<file path="config.mk">
export PLATFORM = sky130hd
export DESIGN_NAME = lrc_linreg_ctrl
export DESIGN_NICKNAME = d
export VERILOG_FILES = /design/src/lrc_pkg.sv /design/src/lrc_linreg_ctrl.sv
export SDC_FILE = /design/constraint.sdc
export NUM_CORES = 1
export LEC_CHECK = 0
export ABC_AREA = 1
export BUFFER_PORTS_ARGS = -buffer_cell sky130_fd_sc_hd__buf_2
export CAP_MARGIN = 25
export CORE_MARGIN = 2
export CORE_UTILIZATION = 35
export CTS_BUF_LIST = sky130_fd_sc_hd__clkbuf_2
export CTS_CLUSTER_SIZE = 8
export DETAILED_ROUTE_END_ITERATION = 10
export HOLD_SLACK_MARGIN = 0.02
export SYNTH_ARGS = -nofsm -noshare
export SYNTH_HDL_FRONTEND = slang
export SYNTH_SLANG_ARGS = --single-unit
</file>
<file path="constraint.sdc">
create_clock -name clk_i -period 2.5 [get_ports clk_i]
set_input_delay 0.25 -clock clk_i [delete_from_list [all_inputs] [get_ports clk_i]]
set_output_delay 0.25 -clock clk_i [all_outputs]
set_load 0.1 [all_outputs]
</file>
<file path="src/lrc_pkg.sv">
/*
 * lrc_pkg: constants and types for the linear regulator control block.
 * assumes: a single 100 MHz clock domain; no register bus.
 */
`default_nettype none

package lrc_pkg;

    // ---------------------------------------------------------------
    // system power states as seen by the regulator
    // ---------------------------------------------------------------
    typedef enum logic [1:0]
    {
        LRC_PWR_OFF,
        LRC_PWR_RUN,
        LRC_PWR_STANDBY,
        LRC_PWR_QOFF
    } lrc_pwr_state_t;

    // ---------------------------------------------------------------
    // regulator operating modes
    // ---------------------------------------------------------------
    typedef enum logic [1:0]
    {
        LRC_MODE_DISABLED,
        LRC_MODE_REGULATE,
        LRC_MODE_SWITCH
    } lrc_mode_t;

    // ---------------------------------------------------------------
    // widths and reset values
    // ---------------------------------------------------------------
    localparam int LRC_SP_W = 4;
    localparam int LRC_MV_W = 13;
    localparam logic [LRC_SP_W-1:0] LRC_SP_RESET = 4'h0;
    localparam logic LRC_EN_RESET = 1'b0;

    // ---------------------------------------------------------------
    // set-point decode, output in millivolts
    // ---------------------------------------------------------------
    function automatic logic [LRC_MV_W-1:0] lrc_sp_to_mv(
        input logic [LRC_SP_W-1:0] code
    );
        logic [LRC_MV_W-1:0] mv;
        mv = 13'h05DC;
        unique case (code)
            4'h0: mv = 13'h05DC; // 1500
            4'h1: mv = 13'h0640; // 1600
            4'h2: mv = 13'h0708; // 1800
            4'h3: mv = 13'h073A; // 1850
            4'h4: mv = 13'h0866; // 2150
            4'h5: mv = 13'h09C4; // 2500
            4'h6: mv = 13'h0AF0; // 2800
            4'h7: mv = 13'h0BB8; // 3000
            4'h8: mv = 13'h0C1C; // 3100
            4'h9: mv = 13'h0C4E; // 3150
            4'hA: mv = 13'h0C80; // 3200
            4'hB: mv = 13'h0CE4; // 3300
            4'hC: mv = 13'h0D16; // 3350
            4'hD: mv = 13'h0FA0; // 4000
            4'hE: mv = 13'h1324; // 4900
            4'hF: mv = 13'h1388; // 5000
        endcase
        return mv;
    endfunction

endpackage

`default_nettype wire

</file>
<file path="src/lrc_linreg_ctrl.sv">
/*
 * lrc_linreg_ctrl: control logic for linear regulator one.
 * Holds the run/standby enables and set-points, and derives the analog
 * controls (enable, mode, pass-through, discharge, current limit).
 * assumes: all inputs come from logic on clk_i; software writes arrive
 * as one-cycle write strobes with data; the power sequencer drives the
 * power state and the power-up load and sequence strobes.
 * Every control output is registered: it follows a setting write two
 * edges later and a power state change one edge later.
 * limitation: the switch select is only taken at the power-up load,
 * software has no way to change it afterwards.
 */
`timescale 1ns/10ps
`default_nettype none

// Operation
// - run enable low turns regulator off
// - standby enable low turns regulator off
// - power-up load clears both enables, else sequence sets both, else writes or hold
// - disabled means output pull-down active
// - enabled: nvm bit picks regulate or switch
// - run and standby use separate set-points
// - power-up loads both set-points from nvm
// - decode code to sixteen rising levels
// - switch select passes input to output
// - enable bit opens or closes switch
// - current limit only when limit bit set
// - test mode in quiescent off: weak pull-down
module lrc_linreg_ctrl (
    input wire logic clk_i,
    input wire logic rst_i,
    input wire lrc_pkg::lrc_pwr_state_t pwr_state_i,
    input wire logic powerup_load_i,
    input wire logic in_sequence_i,
    input wire logic seq_enable_i,
    input wire logic nvm_linreg_switch_select_i,
    input wire logic [lrc_pkg::LRC_SP_W-1:0] nvm_linreg_setpoint_i,
    input wire logic run_enable_we_i,
    input wire logic run_enable_wdata_i,
    input wire logic standby_enable_we_i,
    input wire logic standby_enable_wdata_i,
    input wire logic run_setpoint_we_i,
    input wire logic [lrc_pkg::LRC_SP_W-1:0] run_setpoint_wdata_i,
    input wire logic standby_setpoint_we_i,
    input wire logic [lrc_pkg::LRC_SP_W-1:0] standby_setpoint_wdata_i,
    input wire logic switch_current_limit_enable_i,
    input wire logic test_board_mode_enable_i,
    output logic linreg_run_enable_o,
    output logic linreg_standby_enable_o,
    output logic [lrc_pkg::LRC_SP_W-1:0] linreg_run_setpoint_o,
    output logic [lrc_pkg::LRC_SP_W-1:0] linreg_standby_setpoint_o,
    output logic linreg_switch_select_o,
    output lrc_pkg::lrc_mode_t mode_o,
    output logic reg_on_o,
    output logic pass_through_o,
    output logic [lrc_pkg::LRC_SP_W-1:0] active_setpoint_o,
    output logic [lrc_pkg::LRC_MV_W-1:0] target_mv_o,
    output logic discharge_o,
    output logic weak_pulldown_o,
    output logic current_limit_o
);

    // ---------------------------------------------------------------
    // state enables
    // ---------------------------------------------------------------
    logic run_en_reg;
    logic run_en_next;
    logic stby_en_reg;
    logic stby_en_next;

    // priority, lowest first: software write, sequencer set, power-up
    // clear; the load must always leave both enables cleared
    always_comb
    begin
        run_en_next = run_en_reg;
        stby_en_next = stby_en_reg;
        if (run_enable_we_i)
        begin
            run_en_next = run_enable_wdata_i;
        end
        if (standby_enable_we_i)
        begin
            stby_en_next = standby_enable_wdata_i;
        end
        if (seq_enable_i && in_sequence_i)
        begin
            run_en_next = 1'b1;
            stby_en_next = 1'b1;
        end
        if (powerup_load_i)
        begin
            run_en_next = lrc_pkg::LRC_EN_RESET;
            stby_en_next = lrc_pkg::LRC_EN_RESET;
        end
    end

    always_ff @(posedge clk_i)
    begin
        if (rst_i)
        begin
            run_en_reg <= lrc_pkg::LRC_EN_RESET;
            stby_en_reg <= lrc_pkg::LRC_EN_RESET;
        end
        else
        begin
            run_en_reg <= run_en_next;
            stby_en_reg <= stby_en_next;
        end
    end

    // ---------------------------------------------------------------
    // set-points and switch select
    // ---------------------------------------------------------------
    logic [lrc_pkg::LRC_SP_W-1:0] run_sp_reg;
    logic [lrc_pkg::LRC_SP_W-1:0] run_sp_next;
    logic [lrc_pkg::LRC_SP_W-1:0] stby_sp_reg;
    logic [lrc_pkg::LRC_SP_W-1:0] stby_sp_next;
    logic ls_sel_reg;
    logic ls_sel_next;

    // the nvm load beats a same-cycle write, since the defaults must land
    always_comb
    begin
        run_sp_next = run_sp_reg;
        stby_sp_next = stby_sp_reg;
        ls_sel_next = ls_sel_reg;
        if (run_setpoint_we_i)
        begin
            run_sp_next = run_setpoint_wdata_i;
        end
        if (standby_setpoint_we_i)
        begin
            stby_sp_next = standby_setpoint_wdata_i;
        end
        if (powerup_load_i)
        begin
            run_sp_next = nvm_linreg_setpoint_i;
            stby_sp_next = nvm_linreg_setpoint_i;
            ls_sel_next = nvm_linreg_switch_select_i;
        end
    end

    always_ff @(posedge clk_i)
    begin
        if (rst_i)
        begin
            run_sp_reg <= lrc_pkg::LRC_SP_RESET;
            stby_sp_reg <= lrc_pkg::LRC_SP_RESET;
            ls_sel_reg <= 1'b0;
        end
        else
        begin
            run_sp_reg <= run_sp_next;
            stby_sp_reg <= stby_sp_next;
            ls_sel_reg <= ls_sel_next;
        end
    end

    // ---------------------------------------------------------------
    // power state selection
    // ---------------------------------------------------------------
    logic act_en;
    logic [lrc_pkg::LRC_SP_W-1:0] act_sp;
    logic in_qoff;

    // selection follows the live state, so a run/standby move takes
    // effect on the very next edge
    always_comb
    begin
        act_en = 1'b0;
        act_sp = run_sp_reg;
        in_qoff = 1'b0;
        unique case (pwr_state_i)
            lrc_pkg::LRC_PWR_RUN:
            begin
                act_en = run_en_reg;
                act_sp = run_sp_reg;
            end
            lrc_pkg::LRC_PWR_STANDBY:
            begin
                act_en = stby_en_reg;
                act_sp = stby_sp_reg;
            end
            lrc_pkg::LRC_PWR_OFF:
            begin
                act_en = 1'b0;
                act_sp = run_sp_reg;
            end
            // quiescent off also arms the test-mode pull-down
            lrc_pkg::LRC_PWR_QOFF:
            begin
                act_en = 1'b0;
                act_sp = run_sp_reg;
                in_qoff = 1'b1;
            end
        endcase
    end

    // ---------------------------------------------------------------
    // analog control derivation
    // ---------------------------------------------------------------
    logic on_reg;
    logic on_next;
    lrc_pkg::lrc_mode_t mode_reg;
    lrc_pkg::lrc_mode_t mode_next;
    logic pass_reg;
    logic pass_next;
    logic dis_reg;
    logic dis_next;
    logic weak_reg;
    logic weak_next;
    logic ilim_reg;
    logic ilim_next;
    logic [lrc_pkg::LRC_SP_W-1:0] asp_reg;
    logic [lrc_pkg::LRC_SP_W-1:0] asp_next;
    logic [lrc_pkg::LRC_MV_W-1:0] mv_reg;
    logic [lrc_pkg::LRC_MV_W-1:0] mv_next;

    // exactly one of discharge and weak pull-down is on while off, and
    // neither while on, so the two paths never fight the output
    always_comb
    begin
        on_next = act_en;
        pass_next = 1'b0;
        mode_next = lrc_pkg::LRC_MODE_DISABLED;
        dis_next = 1'b0;
        weak_next = 1'b0;
        ilim_next = 1'b0;
        asp_next = act_sp;
        mv_next = lrc_pkg::lrc_sp_to_mv(act_sp);
        if (!act_en)
        begin
            mode_next = lrc_pkg::LRC_MODE_DISABLED;
            if (test_board_mode_enable_i && in_qoff)
            begin
                weak_next = 1'b1;
            end
            else
            begin
                dis_next = 1'b1;
            end
        end
        else if (ls_sel_reg)
        begin
            mode_next = lrc_pkg::LRC_MODE_SWITCH;
            pass_next = 1'b1;
            ilim_next = switch_current_limit_enable_i;
        end
        else
        begin
            mode_next = lrc_pkg::LRC_MODE_REGULATE;
        end
    end

    always_ff @(posedge clk_i)
    begin
        if (rst_i)
        begin
            on_reg <= 1'b0;
            mode_reg <= lrc_pkg::LRC_MODE_DISABLED;
            pass_reg <= 1'b0;
            dis_reg <= 1'b1;
            weak_reg <= 1'b0;
            ilim_reg <= 1'b0;
            asp_reg <= lrc_pkg::LRC_SP_RESET;
            mv_reg <= lrc_pkg::lrc_sp_to_mv(lrc_pkg::LRC_SP_RESET);
        end
        else
        begin
            on_reg <= on_next;
            mode_reg <= mode_next;
            pass_reg <= pass_next;
            dis_reg <= dis_next;
            weak_reg <= weak_next;
            ilim_reg <= ilim_next;
            asp_reg <= asp_next;
            mv_reg <= mv_next;
        end
    end

    // every output is a plain copy of a flop, with no logic after it
    always_comb
    begin
        linreg_run_enable_o = run_en_reg;
        linreg_standby_enable_o = stby_en_reg;
        linreg_run_setpoint_o = run_sp_reg;
        linreg_standby_setpoint_o = stby_sp_reg;
        linreg_switch_select_o = ls_sel_reg;
        mode_o = mode_reg;
        reg_on_o = on_reg;
        pass_through_o = pass_reg;
        active_setpoint_o = asp_reg;
        target_mv_o = mv_reg;
        discharge_o = dis_reg;
        weak_pulldown_o = weak_reg;
        current_limit_o = ilim_reg;
    end

endmodule

`default_nettype wire

</file>
==> run metrics <==
syn_nets 250; worst skew pair latency 0.38 ns; final count of hold timing violations 0; Die X 70.53 um; initial core utilization 36.07%; ANT nets after route 0; Die ar. 4974 sq um; Buf+Inv Stages, Crit Path 1; dominant cell type by area after synthesis dfxtp_1; DR DRC count 0; layout cells sized above 1 28.26%; Crit-path slowest cell buf_2; hold depth 3; cell depth of the worst flop-to-flop path 8; sequential area share after synthesis 42.65%; Clock Path Buffers 2; minimum clock period 1.491 ns; Worst Skew 0.02308 ns; GRT Residual Overflow 0; Avg Cell Area, Syn 7.205 sq um; fill count 471; critical path class register to output port; DRT iter0 DRCs 51; worst path arrival time 1.24 ns; DRT Pass-1 Iters 4; Post-Place Cells 320; Crit. Startpoint linreg_standby_setpoint_o[1]; initial antenna violation count 0; CP Launch Type register; crit-path cells buf_2; port bufs 61; largest net degree at the start of global routing 15; vias in the first global route 1378; CP top delay family buffers and inverters; wire length per cell 10.55 um; CTS sink cnt 33; fin crit share 59.65%; HP Start switch_current_limit_enable_i; Yosys Warn Count 0; commonest non-fill, non-tap cell in the layout nand2_1; post-CTS sizing 0; Critical Path End Type output port; Area growth syn-to-layout 22.13%; VDD IR-drop max 0.2228 mV; Layout Cells excl Fill 328; type of the worst min-delay path input port to register; Yosys cell types 23; commonest non-fill, non-tap cells in the layout nand2_1, buf_2, dfxtp_1; final wirelength 3.461 mm; setup repair bufs after CTS 0; GR Util All Layers 15.15%; RSZ-0062 raised after global routing false; CTS tree done; Layout Nets 310; final antenna diode count 0; status finished, final reports clean; #FFs+latches synth 33; Cells after Synth 215; Fin Setup TNS 0 ns; dpl ws 0.9382 ns; post-DP HPWL 2.688 mm; hold buffers post-CTS 0; total number of vias 1477; CTS root buf clkbuf_2; R2R Path Start linreg_standby_setpoint_o[1]; Achievable Freq 670.6 MHz; cell area after synthesis 1549 sq um; DIE HEIGHT 70.53 um; LEAKAGE 0.001068 uW; crit-path max FO 3; PD cells 702.8 nW/um^2; Crit path depth 1; TritonCTS Buffers 5; vias per cell 4.503; Yosys top cell area share 42.65%; Max stage delay on crit path 0.45 ns; Max Slew Vio Count 0; RePlAce Congestion 0.8786; Clock transition at path regs 0.19 ns; PnR worst setup slack 1.009 ns; Core Rows 24; dominant cells by area after synthesis dfxtp_1, nand2_1, nand3_1, inv_1, ha_1; CP required 2.25 ns; core box area 4294 sq um; final setup fails 0; H-Tree Depth 2; total of max-cap violations 0; Top Ports 63; first-pass GRT wire length 6.044 mm
path summary, 6_finish.rpt:
| check | to | slack [ns] |
|---|---|---|
| max | linreg_standby_setpoint_o[1] | 1.01 |
| min | current_limit_o | 0.05 |
| max reg2reg | target_mv_o[4] | 1.09 |
| min reg2reg | mode_o[0] | 0.49 |
stage by stage:
step | instance area, sq um | total power [uW] | hold slack, ns | util [%]
floorplan | 1549 | 1014 | 0.3622 | -
global placement | 1849 | 1092 | 0.4382 | 43.07
detailed placement | 1849 | 1093 | 0.4403 | 43.07
CTS | 1892 | 1345 | 0.02810 | 44.06
global route | 1892 | 1407 | 0.02946 | 44.06
finish | 1892 | 1330 | 0.04633 | 44.06
layout make-up:
cell class | instances | area, sq um | share of cell area (%)
clock buffers | 5 | 25.02 | 1.323
clock inverters | 3 | 17.52 | 0.9259
inverters | 26 | 97.59 | 5.159
multi-input cells | 148 | 720.7 | 38.10
flip-flops and latches | 33 | 660.6 | 34.92
well taps | 52 | 65.06 | 3.439
repair buffers | 61 | 305.3 | 16.14
state kept, by name, indices dropped and copies added (netlist names):
signal / cells
linreg_standby_setpoint_o: 4
active_setpoint_o: 4
current_limit_o: 1
reg_on_o: 1
weak_pulldown_o: 1
discharge_o: 1
linreg_standby_enable_o: 1
linreg_switch_select_o: 1
mode_o: 2
linreg_run_enable_o: 1
target_mv_o: 12
linreg_run_setpoint_o: 4
power by group:
group | switching, uW | internal, uW
logic | 415 | 84.8
clock network | 185 | 65.2
registers | 14.1 | 565
total | 614 | 715
synthesized netlist by cell type:
cell      count
nand2_1      74
dfxtp_1      33
nand3_1      26
inv_1        25
nor2_1       11
o21ai_0      11
ha_1          7
a21oi_1       4
buf_6         4
buf_2         2
buf_4         2
nand2_2       2
nor2_4        2
o211ai_1      2
or2_2         2
a21boi_0      1
conb_1        1
inv_2         1
nand2_4       1
nand4_1       1
nor2_2        1
o21ai_1       1
o22ai_1       1
metal layers:
metal	track usage (%)	vias up	wire, um
li1	-	789	-
met1	19.11	631	1642
met2	24.11	55	1569
met3	4.762	2	227
met4	5.983	0	21
met5	0	-	0
kinds of logic after synthesis:
group                    share of synthesized area, %
AO/OA/AOI/OAI                                   7.027
adder cells (fa/ha/maj)                         5.654
buffers and inverters                           10.82
flip-flops                                      42.65
other                                          0.2421
AND/OR/NAND/NOR                                 33.60
Power figures use the tool's default switching activity.
